<file path="config.mk">
export PLATFORM = sky130hd
export DESIGN_NAME = ido_exec
export DESIGN_NICKNAME = d
export VERILOG_FILES = /design/src/inc/ido_pkg.sv /design/src/core/ido_alu.sv /design/src/core/ido_exec.sv
export VERILOG_INCLUDE_DIRS = /design/src /design/src/inc
export SDC_FILE = /design/constraint.sdc
export NUM_CORES = 1
export LEC_CHECK = 0
export BUFFER_PORTS_ARGS = -buffer_cell sky130_fd_sc_hd__buf_2
export CAP_MARGIN = 10
export CORE_ASPECT_RATIO = 0.7
export CORE_MARGIN = 2
export CORE_UTILIZATION = 51
export CTS_CLUSTER_SIZE = 12
export DETAILED_ROUTE_END_ITERATION = 8
export GPL_ROUTABILITY_DRIVEN = 0
export GPL_TIMING_DRIVEN = 0
export PLACE_DENSITY = 0.8
export RECOVER_POWER = 25
export REMOVE_ABC_BUFFERS = 1
export SYNTH_ARGS = -nofsm -noshare
export SYNTH_HDL_FRONTEND = slang
export SYNTH_SLANG_ARGS = --single-unit
</file>
<file path="constraint.sdc">
create_clock -name core_clk -period 2.5 [get_ports core_clk]
set_input_delay 0.125 -clock core_clk [delete_from_list [all_inputs] [get_ports core_clk]]
set_output_delay 0.125 -clock core_clk [all_outputs]
set_load 0.1 [all_outputs]
</file>
<file path="src/inc/ido_cfg.svh">
// Constants for the increment, decrement, OR and branch execution block.
`ifndef IDO_CFG_SVH
`define IDO_CFG_SVH
`define IDO_OPC_CLEAR_WORKING_REG_OP 14'h0100
`define IDO_OPC_MASK_CLEAR_WORKING_REG_OP 14'h3F80
`define IDO_OPC_DEC 6'h03
`define IDO_OPC_DECSZ 6'h0B
`define IDO_OPC_INCSZ 6'h0F
`define IDO_OPC_INC 6'h0A
`define IDO_OPC_IORF 6'h04
`define IDO_OPC_IORL 6'h38
`define IDO_OPC_BRANCH 3'h5
`define IDO_OPC_IORL4 4'hE
`define IDO_HI4_LSB 10
`define IDO_HI6_MSB 13
`define IDO_HI6_LSB 8
`define IDO_HI3_LSB 11
`define IDO_DEST_BIT 7
`define IDO_FADDR_MSB 6
`define IDO_LIT8_MSB 7
`define IDO_LIT11_MSB 10
`define IDO_PAGE_MSB 4
`define IDO_PAGE_LSB 3
`define IDO_ONE8 8'h01
`define IDO_ZERO8 8'h00
`define IDO_PC_RST 13'h0000
`define IDO_W_RST 8'h00
`endif

</file>
<file path="src/inc/ido_pkg.sv">
// Types for the increment, decrement, OR and branch execution block.
package ido_pkg;
    typedef enum logic [2:0] {
        IDO_RUN = 3'h1,
        IDO_FLUSH = 3'h2,
        IDO_HOLD = 3'h4
    } ido_state_type;

    typedef struct packed {
        logic [7:0] data;
        logic [6:0] addr;
        logic we;
    } ido_file_wr_type;

    typedef struct packed {
        logic zeroWe;
        logic zeroVal;
    } ido_flag_type;
endpackage

</file>
<file path="src/core/ido_alu.sv">
// Result and zero detection for the executed instruction.
`timescale 1ns/1ps
`include "ido_cfg.svh"
module ido_alu (
    // Operands.
    input wire logic [7:0] fileData,
    input wire logic [7:0] wData,
    input wire logic [7:0] lit,
    // Operation select.
    input wire logic selDec,
    input wire logic selInc,
    input wire logic selOrFile,
    input wire logic selOrLit,
    // Result.
    output logic [7:0] result,
    output logic isZero
);
    always_comb begin
        result = `IDO_ZERO8;
        if (selDec) begin
            result = fileData - `IDO_ONE8; // RQ12
        end else if (selInc) begin
            result = fileData + `IDO_ONE8; // RQ12
        end else if (selOrFile) begin
            result = wData | fileData; // RQ10
        end else if (selOrLit) begin
            result = wData | lit; // RQ9
        end
        isZero = (result == `IDO_ZERO8); // RQ11
    end
endmodule

</file>
<file path="src/core/ido_exec.sv">
// Execution unit for clear-W, increment, decrement, OR and branch instructions.
// Summary of operation
// RQ1: Clear working register loads zero into W and sets the zero flag.
// RQ2: Destination bit 0 writes W, destination bit 1 writes the file register.
// RQ3: File register address is a 7-bit field spanning 0 to 127.
// RQ4: Decrement subtracts one, routes by destination, updates only zero flag.
// RQ5: Decrement-and-skip keeps flags; zero result flushes next instruction, two cycles.
// RQ6: Increment-and-skip keeps flags; zero result flushes next instruction, two cycles.
// RQ7: Increment adds one, routes by destination, updates only zero flag.
// RQ8: Branch loads 11-bit literal and page latch bits 4:3; takes two cycles.
// RQ9: OR literal ORs W with 8-bit literal into W, updates zero flag.
// RQ10: OR file ORs W with register, routes by destination, updates zero flag.
// RQ11: Zero flag is set for a zero 8-bit result and cleared otherwise.
// RQ12: Increment and decrement wrap modulo 256 with no carry change.
`timescale 1ns/1ps
`include "ido_cfg.svh"
module ido_exec (
    // Clock and reset.
    input wire logic core_clk,
    input wire logic nrst,
    // Instruction from fetch.
    input wire logic instrValid,
    input wire logic [13:0] instr,
    // Register file read side and page latch.
    input wire logic [7:0] fileRdData,
    input wire logic [7:0] pcPageLatch,
    // Register file read address.
    output logic [6:0] fileRdAddr,
    // Register file write.
    output ido_pkg::ido_file_wr_type fileWr,
    // Zero flag update.
    output ido_pkg::ido_flag_type zeroFlag,
    // Working register and program counter.
    output logic [7:0] wReg,
    output logic [12:0] pcLoad,
    output logic pcLoadEn,
    // Fetch control.
    output logic flushNext,
    output logic busy
);
    ido_pkg::ido_state_type state_q;
    ido_pkg::ido_state_type state_d;
    logic [7:0] w_q;
    logic [7:0] result;
    logic isZero;
    logic [5:0] hi6;
    logic isClrw;
    logic isDec;
    logic isDecSz;
    logic isInc;
    logic isIncSz;
    logic isOrFile;
    logic isOrLit;
    logic isBranch;
    logic exec;
    logic toFile;
    logic writesResult;
    logic skip;
    ido_pkg::ido_file_wr_type fileWr_q;
    ido_pkg::ido_flag_type zeroFlag_q;
    logic [12:0] pcLoad_q;
    logic pcLoadEn_q;
    logic fileWrEn;
    logic wWrEn;
    logic flagWe;

    assign hi6 = instr[`IDO_HI6_MSB:`IDO_HI6_LSB];
    assign exec = instrValid && (state_q == ido_pkg::IDO_RUN);

    // Anything that matches none of the forms below runs as a no-operation.
    always_comb begin
        isClrw = 1'b0;
        isDec = 1'b0;
        isDecSz = 1'b0;
        isInc = 1'b0;
        isIncSz = 1'b0;
        isOrFile = 1'b0;
        isOrLit = 1'b0;
        isBranch = 1'b0;
        if (exec) begin
            case (hi6)
                `IDO_OPC_DEC: begin
                    isDec = 1'b1; // RQ4
                end
                `IDO_OPC_DECSZ: begin
                    isDecSz = 1'b1; // RQ5
                end
                `IDO_OPC_INC: begin
                    isInc = 1'b1; // RQ7
                end
                `IDO_OPC_INCSZ: begin
                    isIncSz = 1'b1; // RQ6
                end
                `IDO_OPC_IORF: begin
                    isOrFile = 1'b1; // RQ10
                end
                default: begin
                    isDec = 1'b0;
                end
            endcase
            if ((instr & `IDO_OPC_MASK_CLEAR_WORKING_REG_OP) == `IDO_OPC_CLEAR_WORKING_REG_OP) begin
                isClrw = 1'b1; // RQ1
            end
            if (instr[`IDO_HI6_MSB:`IDO_HI4_LSB] == `IDO_OPC_IORL4) begin
                isOrLit = 1'b1; // RQ9
            end
            if (instr[`IDO_HI6_MSB:`IDO_HI3_LSB] == `IDO_OPC_BRANCH) begin
                isBranch = 1'b1; // RQ8
            end
        end
    end

    assign fileRdAddr = instr[`IDO_FADDR_MSB:0]; // RQ3
    assign toFile = instr[`IDO_DEST_BIT]; // RQ2
    assign writesResult = isDec || isDecSz || isInc || isIncSz || isOrFile;
    assign skip = (isDecSz || isIncSz) && isZero; // RQ5 RQ6
    assign fileWrEn = writesResult && toFile; // RQ2
    assign wWrEn = isOrLit || (writesResult && !toFile); // RQ2 RQ9
    assign flagWe = isClrw || isDec || isInc || isOrLit || isOrFile; // RQ4 RQ7

    ido_alu alu (
        .fileData(fileRdData),
        .wData(w_q),
        .lit(instr[`IDO_LIT8_MSB:0]),
        .selDec(isDec || isDecSz),
        .selInc(isInc || isIncSz),
        .selOrFile(isOrFile),
        .selOrLit(isOrLit),
        .result(result),
        .isZero(isZero)
    );

    // Flush and branch each cost one extra instruction cycle in which fetch is discarded.
    always_comb begin
        state_d = state_q;
        case (state_q)
            ido_pkg::IDO_RUN: begin
                if (skip) begin
                    state_d = ido_pkg::IDO_FLUSH; // RQ5 RQ6
                end else if (isBranch) begin
                    state_d = ido_pkg::IDO_HOLD; // RQ8
                end
            end
            ido_pkg::IDO_FLUSH: begin
                state_d = ido_pkg::IDO_RUN; // RQ5 RQ6
            end
            ido_pkg::IDO_HOLD: begin
                state_d = ido_pkg::IDO_RUN; // RQ8
            end
            // An illegal state code falls back to run, so a disturbance costs one cycle at most.
            default: begin
                state_d = ido_pkg::IDO_RUN;
            end
        endcase
    end

    always_ff @(posedge core_clk or negedge nrst) begin
        if (!nrst) begin
            state_q <= ido_pkg::IDO_RUN;
        end else begin
            state_q <= state_d;
        end
    end

    always_ff @(posedge core_clk or negedge nrst) begin
        if (!nrst) begin
            w_q <= `IDO_W_RST;
        end else if (isClrw) begin
            w_q <= `IDO_ZERO8; // RQ1
        end else if (wWrEn) begin
            w_q <= result; // RQ2 RQ9
        end
    end

    always_ff @(posedge core_clk or negedge nrst) begin
        if (!nrst) begin
            fileWr_q <= '0;
        end else begin
            fileWr_q.we <= fileWrEn; // RQ2
            // Address and data only move on a write, so the register file sees a quiet bus.
            if (fileWrEn) begin
                fileWr_q.addr <= instr[`IDO_FADDR_MSB:0]; // RQ3
                fileWr_q.data <= result;
            end
        end
    end

    // Skip forms leave the zero flag alone, so only clear, OR and the plain increment and decrement forms raise the write enable.
    always_ff @(posedge core_clk or negedge nrst) begin
        if (!nrst) begin
            zeroFlag_q <= '0;
        end else begin
            zeroFlag_q.zeroWe <= flagWe; // RQ4 RQ7
            if (flagWe) begin
                zeroFlag_q.zeroVal <= isClrw ? 1'b1 : isZero; // RQ1 RQ11
            end
        end
    end

    always_ff @(posedge core_clk or negedge nrst) begin
        if (!nrst) begin
            pcLoadEn_q <= 1'b0;
        end else begin
            pcLoadEn_q <= isBranch; // RQ8
        end
    end

    // The target holds after the pulse, so fetch may pick it up a cycle late if it must.
    always_ff @(posedge core_clk or negedge nrst) begin
        if (!nrst) begin
            pcLoad_q <= `IDO_PC_RST;
        end else if (isBranch) begin
            pcLoad_q <= {pcPageLatch[`IDO_PAGE_MSB:`IDO_PAGE_LSB],
                         instr[`IDO_LIT11_MSB:0]}; // RQ8
        end
    end

    assign wReg = w_q;
    assign fileWr = fileWr_q;
    assign zeroFlag = zeroFlag_q;
    assign pcLoad = pcLoad_q;
    assign pcLoadEn = pcLoadEn_q;
    assign flushNext = skip || isBranch;
    assign busy = (state_q != ido_pkg::IDO_RUN);
endmodule

</file>
# After elaboration in Yosys (flattened, before gate mapping)
# Cells that the tools add are included.
[word_totals] register_bits=43 latchBits=0 ramBits=0 mem_bits_ro=0 out_inout_bits=49 word_cells=69 n_memories=0
[op_classes] addsub=2 multipliers=0 div_mod_pow=0 magnitude_cmp=0 n_eq_ne=11 shift=0 n_mux=26 bitwise_logic=2 n_reduce_logical=19
[op_table] cell="8-bit two-way mux" count=6
[op_table] cell="6-bit by 4-bit equality test with 1-bit output, second input constant" count=3
[op_table] cell="1-bit two-way mux" count=17
[op_table] cell="8-bit bitwise OR" count=2
[op_table] cell="1-bit logical OR" count=12
[op_table] cell="3-bit two-way mux" count=3
[op_table] cell="8-bit by 1-bit adder with 8-bit output, second input constant" count=1
[op_table] cell="8-bit logical NOT" count=1
[op_table] cell="8-bit by 1-bit subtractor with 8-bit output, second input constant" count=1
[op_table] cell="7-bit by 2-bit equality test with 1-bit output, second input constant" count=1
[op_table] cell="6-bit by 2-bit equality test with 1-bit output, second input constant" count=1
[op_table] cell="6-bit by 3-bit equality test with 1-bit output, second input constant" count=1
[op_table] cell="4-bit equality test, second input constant" count=1
[op_table] cell="1-bit logical AND" count=4
[op_table] cell="3-bit by 1-bit equality test with 1-bit output, second input constant" count=1
[op_table] cell="3-bit equality test, second input constant" count=1
[op_table] cell="3-bit by 1-bit != test with 1-bit output, second input constant" count=1
[op_table] cell="3-bit != test, second input constant" count=1
[op_table] cell="2-bit nonzero test" count=1
[op_table] cell="1-bit logical NOT" count=1

# Depth between registers and ports, before layout
# Gate-level depths: netlist of the first run.
[depth] word_depth=11 ltp_mapped=10 depth_no_buf=9

# By module
# From an unflattened synthesis of the first run, not the netlist that was laid out.
[hier_totals] cells_unflattened=230 hier_area_um2=2544.9
[by_module_without_submodules] mod="ido_exec" n_inst=1 cells_per_inst=142 area_each_um2=1930.6
[by_module_without_submodules] mod="ido_alu" n_inst=1 cells_per_inst=88 area_each_um2=614.3

# Least setup slack after synthesis of the first run
# Ideal clock, no wire load.
[synth_path] kind="reg-to-output" startpoint="register state_q[0]" endpoint="output port flushNext" arrival_ns=3.052 required_time_ns=2.375 path_slack_ns=-0.677 stages_incl_launch_ff=8 cell_sequence="dfstp_2 > or3b_2 > nor3_1 > a32o_1 > a2111oi_2 > or3_1 > nor3_2 > or2_1"
[synth_via] elab_chain_len=10
[synth_rtl] item="from (decl)" line_no="ido_exec.sv:41" source="ido_pkg::ido_state_type state_q;"
[synth_rtl] item="from (signal assigned)" line_no="ido_exec.sv:159" source="state_q <= ido_pkg::IDO_RUN;"
[synth_rtl] item="from (signal assigned)" line_no="ido_exec.sv:161" source="state_q <= state_d;"
[synth_rtl] item="3-bit by 1-bit equality test with 1-bit output *" line_no="ido_exec.sv:68" source="assign exec = instrValid && (state_q == ido_pkg::IDO_RUN);"
[synth_rtl] item="1-bit logical AND *" line_no="ido_exec.sv:68"
[synth_rtl] item="1-bit two-way mux" line_no="ido_exec.sv:80" source="if (exec) begin"
[synth_rtl] item="8-bit two-way mux" line_no="ido_alu.sv:26" source="end else if (selOrLit) begin"
[synth_rtl] item="8-bit two-way mux" line_no="ido_alu.sv:24" source="end else if (selOrFile) begin"
[synth_rtl] item="8-bit two-way mux" line_no="ido_alu.sv:22" source="end else if (selInc) begin"
[synth_rtl] item="8-bit two-way mux" line_no="ido_alu.sv:20" source="if (selDec) begin"
[synth_rtl] item="8-bit logical NOT (no line)"
[synth_rtl] item="1-bit logical AND" line_no="ido_exec.sv:116" source="assign skip = (isDecSz || isIncSz) && isZero;"
[synth_rtl] item="1-bit logical OR *" line_no="ido_exec.sv:223" source="assign flushNext = skip || isBranch;"
[synth_rtl] item="to (decl)" line_no="ido_exec.sv:38" source="output logic flushNext,"
# Mark *: on every way between the ends. The rest lies on a longest branch, timed or not.

# Worst setup path after layout of the first run
[layout_path] startpoint="register state_q[2]" endpoint="output port flushNext"
# Same word-level chain as after synthesis.

==> out/summary.log, run 1 <==
[placed_design] HPWL Detailed 4760 um
[synth] fraction of the mapped netlist area in simple logic gates 0.200
[placed_design] input/output buffers 75
[run] count of maximum capacitance violations 0
[global_routing] vias in the first global route 2,248
[die] die span in y 62.8 um
[setup_path] critical path capture point type primary output
[setup_path] combined buffer and inverter count along the critical path 1
[global_routing] remaining global-route overflow 0
[synth] register area share after synthesis 0.428
[layout] non-filler instance count after layout 408
[sta] Final Hold Violating Endpoints 0
[placed_design] Setup Slack @ Placement -0.492 ns
[placed_design] number of placed instances with taps included 371
[synth] Compound-Gate Fraction of Synth Area 0.169
[synth] area fraction of the dominant cell type after synthesis 0.418
[die] Die Width 87.9 um
[global_routing] initial antenna violation count 0
[placed_design] placed standard-cell area 0.00288 sq mm
[routing] highest metal layer with signal wires met4
[setup_path] classification of the worst setup path flop to primary output
[setup_path] end point of the critical path flushNext
[setup_path] timing startpoint of the critical path state_q[2]
[routing] via density per instance 6.06
[sta] Setup Skew 0.00477 ns
[synth] main combinational cell family by area after synthesis simple AND/OR/NAND/NOR gates
[synth] cell area after synthesis 0.00251 sq mm
[cts] number of buffers added by the clock tree synthesis step 5
[routing] number of nets still failing antenna checks after routing 0
[power] worst-case vdd ir drop 763 uV
[status] status finished, violations left
[synth] Top FF cell, synth sky130_fd_sc_hd__dfrtp_1
[sta] setup repair after global routing missed its margin true
[die] Site Rows 21
[synth] Post-Synth XOR/XNOR Area 0.0244
[setup_path] slowest cell on the critical path sky130_fd_sc_hd__dfrtp_1
[synth] biggest area contributors in the synthesized netlist sky130_fd_sc_hd__dfrtp_1 42%, sky130_fd_sc_hd__mux2_2 11%, sky130_fd_sc_hd__a21oi_1 2.8%
[synth] library cell occupying the most area in the post-synthesis netlist sky130_fd_sc_hd__dfrtp_1
[hold_path] class of the worst hold path input port to flop
[layout] Post-Layout Inst Area 0.00328 sq mm
[setup_path] peak fanout along the critical path 6
[synth] multiplexer fraction of the synthesized cell area 0.112
[setup_path] gate family responsible for the most delay along the worst path simple AND/OR/NAND/NOR gates
[routing] detailed route wirelength on metal2 3190 um
[synth] list of most frequent post-synthesis cells 42 x sky130_fd_sc_hd__dfrtp_1, 24 x sky130_fd_sc_hd__mux2_2, 17 x sky130_fd_sc_hd__nand2_1, 16 x sky130_fd_sc_hd__nor2_1, 14 x sky130_fd_sc_hd__a21oi_1
[synth] cell count after synthesis 247
[sta] final critical path time including I/O delays and setup 2.78 ns
[setup_path] Stages on worst setup path 8
[synth] Post-synth EDFFs 0
[setup_path] endpoint required time on the critical path 2.38 ns
[layout] Layout Nets 373
[die] Initial Utilization 0.529
[layout] layout cells sized above 1 0.389
[global_routing] global-route wire length before repair 11,100 um
[routing] detailed-router iteration count before antenna repair 5
[status] failing checks setup timing
[sta] final worst setup slack -0.277 ns
[setup_path] CP Data Arrival Time 2.65 ns
[routing] met3 layer wire length in the routed design 681 um
[synth] number of register bits inferred by synthesis 43
[die] I/O pin total 82
[cts] clock latency of the later-clocked register in the worst-skew pair 0.30 ns
[synth] synthesized area per cell 10.2 sq um
[synth] Warnings, synthesis 0
[die] die footprint 0.00552 sq mm
[sta] achievable clock frequency 360 MHz
[routing] Vias 2,472
[sta] Max transition margin 0.217
[cts] Clock Root Buffer sky130_fd_sc_hd__clkbuf_8
[sta] final-report max-slew violation count 0
[setup_path] minimum setup slack among reg-to-reg paths 0.12 ns
[global_routing] GR Util All Layers 0.259
[power] leakage 0.00145 uW
[power] P per Cell Area 855 mW/mm^2
[synth] most common cell in the netlist sky130_fd_sc_hd__dfrtp_1
[setup_path] Crit Reg-Reg Endpoint wReg[2]
[cts] CTS tree yes
[synth] distinct cell type count after synthesis 62
[setup_path] chain of cells forming the critical path and4bb_4 -> and4_2 -> a22o_1 -> a221oi_2 -> nand4_1 -> nor3_4 -> or2_1 -> buf_12
[sta] Period Utilization, post-route 1.11
[routing] Final Routed Wirelength 7000 um
[setup_path] type of element launching the critical path flop
[cts] Clock Pin Slew Worst Setup and Hold Paths 0.08 ns
[routing] DRC errors left 0
[cts] maximum clock path buffer count 2
[synth] share of async-settable or async-resettable flops after synthesis 1.00
[die] Core Region 0.00476 sq mm
[setup_path] delay of the slowest cell on the worst path 0.35 ns
[setup_path] depth of the most critical reg-to-reg path 8
[sta] Worst-Margin Slew 1.18 ns
[power] Design Power 2800 uW
[routing] violation count after the first detailed-route iteration 225
[sta] number of setup violations in the final report 1
[setup_path] reg-to-reg critical path startpoint state_q[0]
[synth] adder and majority cell fraction of the synthesized area 0.0139
[cts] clock sink count 43
[routing] Metal-1 WL 3020 um
[routing] average wire per cell in the routed design 17.1 um
[layout] Final Util 0.689
[global_routing] maximum number of pins on one net before global-route repair 44
[cts] CTS H-Tree Depth 2
[layout] number of antenna cells inserted 0
[layout] area delta synth->final 30.2%
sequential cells by signal, summed over array words and instances (netlist names):
signal / cells
fileWr: 16
pcLoad: 13
pcLoadEn: 1
state_q: 3
wReg: 8
zeroFlag: 2
power breakdown:
| group | internal, uW | switching (uW) | total [uW] | leakage (uW) |
|---|---|---|---|---|
| logic | 238 | 1230 | 1470 | 0.000864 |
| clock network | 195 | 241 | 436 | 0.0000412 |
| registers | 821 | 74.3 | 896 | 0.000547 |
through the flow:
step | setup TNS, ns | hold WS [ns]
3_3_place_gp | -16.09 | 0.300
6_report | -0.277 | 0.0531
4_1_cts | -0.183 | 0.0572
3_5_place_dp | -0.697 | 0.311
2_1_floorplan | -1.49 | -0.171
5_1_grt | -0.294 | 0.0527
cell usage in the layout (no fill, tap or decap), types with 2 or more instances in the layout:
cell type / instances
sky130_fd_sc_hd__dfrtp_1: 42
sky130_fd_sc_hd__buf_2: 41
sky130_fd_sc_hd__clkbuf_1: 33
sky130_fd_sc_hd__buf_4: 28
sky130_fd_sc_hd__mux2_2: 24
sky130_fd_sc_hd__nand2_1: 17
sky130_fd_sc_hd__nor2_1: 15
sky130_fd_sc_hd__a21oi_1: 12
sky130_fd_sc_hd__o21ai_0: 9
sky130_fd_sc_hd__nand4_1: 7
sky130_fd_sc_hd__nand3_1: 6
sky130_fd_sc_hd__inv_1: 5
sky130_fd_sc_hd__nor3_1: 5
sky130_fd_sc_hd__clkbuf_8: 5
sky130_fd_sc_hd__xnor2_1: 4
sky130_fd_sc_hd__and3_1: 4
sky130_fd_sc_hd__o211ai_1: 4
sky130_fd_sc_hd__xor2_1: 3
sky130_fd_sc_hd__o22ai_1: 3
sky130_fd_sc_hd__nor3_4: 3
sky130_fd_sc_hd__nor3_2: 2
sky130_fd_sc_hd__nor3b_1: 2
sky130_fd_sc_hd__or2_1: 2
sky130_fd_sc_hd__a21o_1: 2
sky130_fd_sc_hd__a31oi_1: 2
sky130_fd_sc_hd__a22o_1: 2
sky130_fd_sc_hd__or4_1: 2
sky130_fd_sc_hd__a221oi_2: 2
sky130_fd_sc_hd__nor4_1: 2
sky130_fd_sc_hd__a21oi_2: 2
sky130_fd_sc_hd__a211oi_1: 2
sky130_fd_sc_hd__o21a_1: 2
sky130_fd_sc_hd__ha_1: 2
layout make-up:
class,count,area (sq um)
clock buffers,6,72.6
multi-input cells,178,1430
flip-flops and latches,43,1080
repair buffers,105,582
inverters,5,18.8
well taps,69,86.3
clock inverters,2,12.5
fillers,393,1480
layer usage:
metal / vias to the layer above / GRT usage
li1: 1114 / -
met1: 1189 / 0.378
met2: 146 / 0.396
met3: 23 / 0.0581
met4: 0 / 0.0558
met5: - / 0
worst reg2reg max path, stage by stage (launching register included):
cell	delay [ns]
sky130_fd_sc_hd__dfstp_2	0.55
sky130_fd_sc_hd__buf_4	0.11
sky130_fd_sc_hd__nand4bb_4	0.18
sky130_fd_sc_hd__nor3_4	0.30
sky130_fd_sc_hd__buf_4	0.16
sky130_fd_sc_hd__buf_4	0.12
sky130_fd_sc_hd__a41oi_1	0.05
sky130_fd_sc_hd__o221ai_2	0.42
sky130_fd_sc_hd__mux2_2	0.39
what timing repair did:
item | 4_1_cts | 5_1_grt
endpoints found under the setup margin | 10 | 1
hold buffers | 1 | 0
hold endpoints to repair | 5 | 0
pin swaps | 9 | 11
buffers inserted | 18 | 9
gates resized for setup | 21 | 4
how the worst min path moves through the flow:
stage	slack [ns]	cells after the start	to	startpoint
3_3_place_gp	0.30	1	pcLoad[8]	nrst
6_report	0.05	2	pcLoad[12]	pcPageLatch[4]
2_1_floorplan	-0.17	0	fileWr[0]	nrst
5_1_grt	0.05	2	pcLoad[11]	pcPageLatch[3]
3_5_place_dp	0.31	1	pcLoad[8]	nrst
4_1_cts	0.06	2	pcLoad[12]	pcPageLatch[4]
cell families after synthesis:
kind of cell | count (synthesis)
muxes | 25
xor gates and xnor gates | 7
adders and majority gates | 3
and+or+nand+nor | 84
buffers and inverters | 26
AOI/OAI and AO/OA | 59
DFF | 43
No activity file was read; power rests on OpenSTA's default activity.
==> run 2: changes to the inputs <==
--- a/config.mk
+++ b/config.mk
@@ -17,7 +17,6 @@
 export GPL_TIMING_DRIVEN = 0
 export PLACE_DENSITY = 0.8
 export RECOVER_POWER = 25
-export REMOVE_ABC_BUFFERS = 1
 export SYNTH_ARGS = -nofsm -noshare
 export SYNTH_HDL_FRONTEND = slang
 export SYNTH_SLANG_ARGS = --single-unit
==> run 2 against run 1 <==
Compared with the run above:
- the run still ends with setup timing left
- critical path type unchanged
- largest cell class unchanged
- utilization decreased by 1.4 points
- critical path depth unchanged
- non-clock buffer count decreased by 7
- die area unchanged
- routed wire length decreased by 1.1%
- cell count decreased by 1.7%
- worst hold slack improved by 0.0085 ns
- setup slack got worse by 0.026 ns
==> out/summary.log, run 2 (same netlist as run 1, synthesis figures left out) <==
[routing] Vias 2,404 [-2.8%]
[sta] Max transition margin 0.228 [+0.0104]
[cts] maximum clock path buffer count 2 [unchanged]
[setup_path] peak fanout along the critical path 3 [-3]
[sta] final critical path time including I/O delays and setup 2.80 ns [+0.0258 ns]
[sta] achievable clock frequency 357 MHz [-0.92%]
[global_routing] global-route wire length before repair 11,100 um [-0.18%]
[die] Site Rows 21 [unchanged]
[cts] clock latency of the later-clocked register in the worst-skew pair 0.29 ns [about the same]
[die] die span in y 62.8 um [unchanged]
[sta] number of setup violations in the final report 1 [unchanged]
[layout] most frequent cells in the layout 63 x sky130_fd_sc_hd__buf_2, 42 x sky130_fd_sc_hd__dfrtp_1, 24 x sky130_fd_sc_hd__mux2_2
[sta] Period Utilization, post-route 1.12 [+0.0103]
[sta] Final Hold Violating Endpoints 0 [unchanged]
[setup_path] classification of the worst setup path flop to primary output
[cts] CTS H-Tree Depth 2 [unchanged]
[layout] area delta synth->final 27.6%
[layout] number of flip-flops in the largest register 16 [unchanged]
[placed_design] HPWL Detailed 5030 um [+5.7%]
[setup_path] endpoint required time on the critical path 2.38 ns [about the same]
[die] I/O pin total 82 [unchanged]
[sta] Setup TNS Final -0.303 ns [-0.0258 ns]
[sta] final worst setup slack -0.303 ns [-0.0258 ns]
[layout] commonest non-fill, non-tap cell in the layout sky130_fd_sc_hd__buf_2
[synth] post-synth net total 282
[routing] number of nets still failing antenna checks after routing 0 [unchanged]
[routing] detailed-router iteration count before antenna repair 4 [-1]
[die] Initial Utilization 0.529 [unchanged]
[cts] clock sink count 43 [unchanged]
[routing] Final Routed Wirelength 6920 um [-1.1%]
[setup_path] CP Data Arrival Time 2.68 ns [+0.03 ns]
[routing] DRC errors left 0 [unchanged]
[routing] average wire per cell in the routed design 17.3 um [+0.66%]
[sta] Worst-Margin Slew 1.16 ns [-0.0156 ns]
[layout] Layout Nets 366 [-1.9%]
[global_routing] GR Util All Layers 0.260 [+0.000505]
[routing] violation count after the first detailed-route iteration 149 [-34%]
[die] Core Region 0.00476 sq mm [unchanged]
[cts] CTS tree yes
[setup_path] critical path capture point type primary output
[global_routing] initial antenna violation count 0 [unchanged]
[status] failing checks setup timing
[setup_path] minimum setup slack among reg-to-reg paths 0.03 ns [-0.09 ns]
[die] die footprint 0.00552 sq mm [unchanged]
[power] leakage 0.00147 uW [+1.4%]
[global_routing] remaining global-route overflow 0 [unchanged]
[cts] number of buffers added by the clock tree synthesis step 5 [unchanged]
[cts] Clock Root Buffer sky130_fd_sc_hd__clkbuf_8
[cts] Clock Pin Slew Worst Setup and Hold Paths 0.08 ns [about the same]
[layout] number of antenna cells inserted 0 [unchanged]
[run] count of maximum capacitance violations 0 [unchanged]
[routing] via density per instance 6.00 [-1.1%]
[hold_path] class of the worst hold path input port to flop
[placed_design] input/output buffers 70 [-6.7%]
[power] worst-case vdd ir drop 602 uV [-21%]
[layout] layout cells sized above 1 0.428 [+0.0383]
[sta] setup repair after global routing missed its margin true
[sta] Setup Skew 0.00360 ns [-0.00117 ns]
[global_routing] maximum number of pins on one net before global-route repair 44 [unchanged]
[status] status finished, violations left
[global_routing] vias in the first global route 2,323 [+3.3%]
[power] Design Power 2810 uW [+0.11%]
[setup_path] type of element launching the critical path flop
[power] P per Cell Area 874 mW/mm^2 [+2.2%]
[sta] final-report max-slew violation count 0 [unchanged]
[die] Die Width 87.9 um [unchanged]
[run 2: cell types whose count changed in the layout (fill, tap and decap cells not counted), sizes merged]
cell | previous run | this run
clkbuf | 39 | 23
buf | 71 | 80
[run 2: final timing paths]
path	startpoint	endpoint	cells past startpoint
min in group asynchronous	nrst	zeroFlag[1]	2
min	pcPageLatch[4]	pcLoad[12]	2
max reg2reg	state_q[0]	fileWr[7]	7
max	state_q[0]	flushNext	8
min reg2reg	fileWr[14]	fileWr[14]	2
max in group asynchronous	nrst	pcLoad[11]	2
[run 2: through the flow]
| stage | hold slack [ns] | util | instances | setup WS, ns | instance area [sq um] |
|---|---|---|---|---|---|
| 2_1_floorplan | -0.171 | - | 247 | 0.0330 | 2520 |
| 3_3_place_gp | 0.318 | 0.623 | 386 | -0.452 | 2960 |
| 3_5_place_dp | 0.311 | 0.623 | 386 | -0.475 | 2960 |
| 4_1_cts | 0.0619 | 0.665 | 398 | -0.234 | 3160 |
| 5_1_grt | 0.0648 | 0.675 | 401 | -0.354 | 3210 |
| 6_report | 0.0617 | 0.675 | 401 | -0.303 | 3210 |
[run 2: layout make-up]
| class | instances | area [sq um] |
|---|---|---|
| Fill cell | 378 | 1550 |
| Multi-Input combinational cell | 178 | 1410 |
| Clock inverter | 2 | 12.5 |
| Clock buffer | 6 | 72.6 |
| Inverter | 5 | 18.8 |
| Tap cell | 69 | 86.3 |
| Timing Repair Buffer | 79 | 425 |
| Sequential cell | 43 | 1080 |
| Buffer | 19 | 106 |
[run 2: worst max-delay path, cell delays in order (launching register included)]
cell	delay (ns)
sky130_fd_sc_hd__dfstp_2	0.58
sky130_fd_sc_hd__or3b_4	0.41
sky130_fd_sc_hd__nor3_4	0.13
sky130_fd_sc_hd__a32o_2	0.23
sky130_fd_sc_hd__a2111oi_4	0.07
sky130_fd_sc_hd__or3_4	0.38
sky130_fd_sc_hd__nor3_4	0.25
sky130_fd_sc_hd__or2_4	0.18
sky130_fd_sc_hd__buf_12	0.16
[run 2: timing repair]
| action | in CTS | in global routing |
|---|---|---|
| setup buffers | 4 | 4 |
| resized for setup | 16 | 6 |
| pin swaps | 3 | 8 |
| endpoints found under the setup margin | 9 | 2 |
| hold endpoints to repair | 18 | 0 |
| hold buffers | 1 | 0 |
[run 2: per-layer routing]
metal	up-vias	wire length (um)	global-route usage
met4	0	40	0.0769
met2	154	3130	0.381
li1	1100	-	-
met3	7	841	0.0753
met1	1143	2910	0.373
met5	-	0	0
[run 2: power breakdown]
part,internal (uW),switching (uW),total [uW]
Combinational,251,1230,1480
Clock,195,230,425
Sequential,822,81.8,903
Total,1270,1540,2810
==> run 3: changes to the inputs <==
--- a/config.mk
+++ b/config.mk
@@ -11,6 +11,7 @@
 export CORE_ASPECT_RATIO = 0.7
 export CORE_MARGIN = 2
 export CORE_UTILIZATION = 51
+export CTS_BUF_LIST = sky130_fd_sc_hd__clkbuf_4 sky130_fd_sc_hd__clkbuf_8 sky130_fd_sc_hd__clkbuf_16
 export CTS_CLUSTER_SIZE = 12
 export DETAILED_ROUTE_END_ITERATION = 8
 export GPL_ROUTABILITY_DRIVEN = 0
==> run 3 against run 2 <==
Compared with the run above:
- critical endpoint unchanged
- combinational power about the same
- utilization up 0.053 points
- largest cell class unchanged
- the flow still finishes with violations (setup timing)
- global-route usage grew 0.056 points
==> out/summary.log, run 3 (same netlist as run 1, synthesis figures left out) <==
[cts] clock latency of the later-clocked register in the worst-skew pair 0.30 ns [about the same]
[routing] detailed route wirelength on metal2 3210 um [+2.4%]
[hold_path] class of the worst hold path input port to flop
[die] die span in y 62.8 um [unchanged]
[sta] achievable clock frequency 357 MHz [about the same]
[setup_path] slowest cell on the critical path sky130_fd_sc_hd__dfstp_2
[status] status finished, violations left
[layout] most frequent cells in the layout 62 x sky130_fd_sc_hd__buf_2, 42 x sky130_fd_sc_hd__dfrtp_1, 24 x sky130_fd_sc_hd__mux2_2
[sta] setup repair after global routing missed its margin true
[setup_path] combined buffer and inverter count along the critical path 1 [unchanged]
[hold_path] critical hold path startpoint pcPageLatch[4]
[power] NetSw 1540 uW [+0.19%]
[setup_path] endpoint required time on the critical path 2.38 ns [about the same]
[power] Combinational Power Share 0.524 [-0.003]
[setup_path] peak fanout along the critical path 3 [unchanged]
[global_routing] maximum number of pins on one net before global-route repair 44 [unchanged]
[sta] final worst setup slack -0.303 ns [-0.000599 ns]
[layout] area delta synth->final 27.7% [about the same]
[cts] CTS tree yes
[layout] Post-Layout Inst Area 0.00321 sq mm [about the same]
[routing] highest metal layer with signal wires met4
[setup_path] delay of the slowest cell on the worst path 0.58 ns [about the same]
[placed_design] HPWL Detailed 5030 um [unchanged]
[global_routing] remaining global-route overflow 0 [unchanged]
[run] count of maximum capacitance violations 0 [unchanged]
[sta] Setup Skew 0.00364 ns [+0.0000388 ns]
[routing] Vias 2,436 [+1.3%]
[cts] Clock Root Buffer sky130_fd_sc_hd__clkbuf_8
[routing] violation count after the first detailed-route iteration 177 [+19%]
[setup_path] minimum setup slack among reg-to-reg paths 0.04 ns [about the same]
[power] leakage 0.00147 uW [about the same]
[layout] commonest non-fill, non-tap cell in the layout sky130_fd_sc_hd__buf_2
[setup_path] chain of cells forming the critical path or3b_4 -> nor3_4 -> a21oi_1 -> a2111oi_4 -> or3_4 -> nor3_4 -> or2_4 -> buf_12
[routing] number of nets still failing antenna checks after routing 0 [unchanged]
[routing] DRC errors left 0 [unchanged]
[hold_path] end point of the most critical hold path pcLoad[12]
[die] Site Rows 21 [unchanged]
[cts] number of buffers added by the clock tree synthesis step 5 [unchanged]
[setup_path] gate family responsible for the most delay along the worst path simple AND/OR/NAND/NOR gates
[routing] Metal-1 WL 3090 um [+6.4%]
[power] clock share of power 0.155 [+0.004]
[die] Initial Utilization 0.529 [unchanged]
[cts] Clock Pin Slew Worst Setup and Hold Paths 0.08 ns [about the same]
[layout] number of antenna cells inserted 0 [unchanged]
[power] total internal power 1280 uW [+0.85%]
[setup_path] classification of the worst setup path flop to primary output
[sta] Worst-Margin Slew 1.16 ns [+0.00000256 ns]
[global_routing] global-route wire length before repair 11,100 um [+0.18%]
[setup_path] critical path capture point type primary output
[routing] detailed-router iteration count before antenna repair 5 [+1]
[global_routing] vias in the first global route 2,325 [+0.086%]
[layout] number of flip-flops in the largest register 16 [unchanged]
[power] worst-case vdd ir drop 602 uV [about the same]
[global_routing] initial antenna violation count 0 [unchanged]
[synth] post-synth net total 282 [unchanged]
[setup_path] CP Data Arrival Time 2.68 ns [about the same]
[cts] clock sink count 43 [unchanged]
[setup_path] type of element launching the critical path flop
[power] P per Cell Area 878 mW/mm^2 [+0.41%]
[sta] final critical path time including I/O delays and setup 2.80 ns [+0.000599 ns]
[global_routing] GR Util All Layers 0.260 [+0.000556]
[die] I/O pin total 82 [unchanged]
[routing] average wire per cell in the routed design 17.3 um [+0.49%]
[die] Core Region 0.00476 sq mm [unchanged]
[power] proportion of total power due to net switching 0.547 [-0.00163]
[routing] Final Routed Wirelength 6960 um [+0.49%]
[hold_path] worst hold stages 2 [unchanged]
[cts] maximum clock path buffer count 2 [unchanged]
[placed_design] input/output buffers 70 [unchanged]
[setup_path] timing startpoint of the critical path state_q[0]
[sta] Final Hold Violating Endpoints 0 [unchanged]
[sta] Final Hold Slack 0.0604 ns [-0.00129 ns]
[status] failing checks setup timing
[sta] Max transition margin 0.228 [about the same]
[placed_design] Setup Slack @ Placement -0.475 ns [unchanged]
[setup_path] Crit Reg-Reg Endpoint fileWr[7]
[layout] Layout Nets 366 [unchanged]
[setup_path] depth of the most critical reg-to-reg path 7 [unchanged]
[setup_path] reg-to-reg critical path startpoint state_q[0]
[routing] met3 layer wire length in the routed design 595 um [-29%]
[sta] final-report max-slew violation count 0 [unchanged]
[die] Die Width 87.9 um [unchanged]
[die] die footprint 0.00552 sq mm [unchanged]
[layout] layout cells sized above 1 0.428 [unchanged]
[routing] via density per instance 6.07 [+1.3%]
[setup_path] Worst path most repeated cell sky130_fd_sc_hd__nor3_4
[power] sequential cell fraction of total power 0.320 [-0.002]
[cts] CTS H-Tree Depth 2 [unchanged]
[sta] Period Utilization, post-route 1.12 [about the same]
[sta] number of setup violations in the final report 1 [unchanged]
[placed_design] placed standard-cell area 0.00296 sq mm [unchanged]
## run 3: changes by cell type in the layout (fill, tap and decap cells not counted), sizes merged
cell,delta
buf,-1
clkbuf,+1
## run 3: worst register-to-register path: cells and delay by family (launching register included)
kind,cells,cell delay (ns)
AND/OR/NAND/NOR,3,0.78
AO/OA/AOI/OAI,1,0.20
multiplexers,1,0.32
flip-flops,1,0.58
buffers and inverters,2,0.47
## run 3: timing repair
item | 4_1_cts | 5_1_grt
pin swaps | 3 | 8
setup endpoints to repair | 9 | 3
endpoints found under the hold margin | 18 | 0
resized for setup | 16 | 6
hold buffers | 1 | 0
setup buffers | 4 | 4
## run 3: power by group through the flow
stage	combinational (uW)	clock, uW	sequential [uW]
CTS	1470	446	902
global placement	1440	0	907
finish	1480	438	903
global route	1530	482	919
detailed placement	1460	0	913
floorplan	287	0	1830
## run 3: worst max-delay path by stage
stage	endpoint	slack [ns]	cells after the start
finish	flushNext	-0.30	8
global route	flushNext	-0.36	8
CTS	flushNext	-0.23	8
detailed placement	flushNext	-0.48	6
global placement	flushNext	-0.45	6
floorplan	flushNext	0.03	7
## run 3: layout make-up
| cell class | count | area, sq um |
|---|---|---|
| plain buffers | 19 | 106 |
| fillers | 377 | 1540 |
| clock inverters | 2 | 12.5 |
| well taps | 69 | 86.3 |
| inverters | 5 | 18.8 |
| flip-flops and latches | 43 | 1080 |
| multi-input cells | 178 | 1410 |
| clock buffers | 6 | 76.3 |
| repair buffers | 79 | 424 |
## run 3: per-stage QoR
| step | TNS, ns | instances | utilization | total power [uW] |
|---|---|---|---|---|
| 2_1_floorplan | 0 | 247 | - | 2120 |
| 3_3_place_gp | -1.96 | 386 | 0.623 | 2350 |
| 3_5_place_dp | -2.22 | 386 | 0.623 | 2370 |
| 4_1_cts | -0.235 | 398 | 0.665 | 2820 |
| 5_1_grt | -0.514 | 401 | 0.675 | 2930 |
| 6_report | -0.303 | 401 | 0.675 | 2820 |
## run 3: layer usage
| metal | global-route usage | up-vias |
|---|---|---|
| met4 | 0.0769 | 0 |
| li1 | - | 1097 |
| met1 | 0.375 | 1190 |
| met3 | 0.0753 | 13 |
| met2 | 0.381 | 136 |
| met5 | 0 | - |
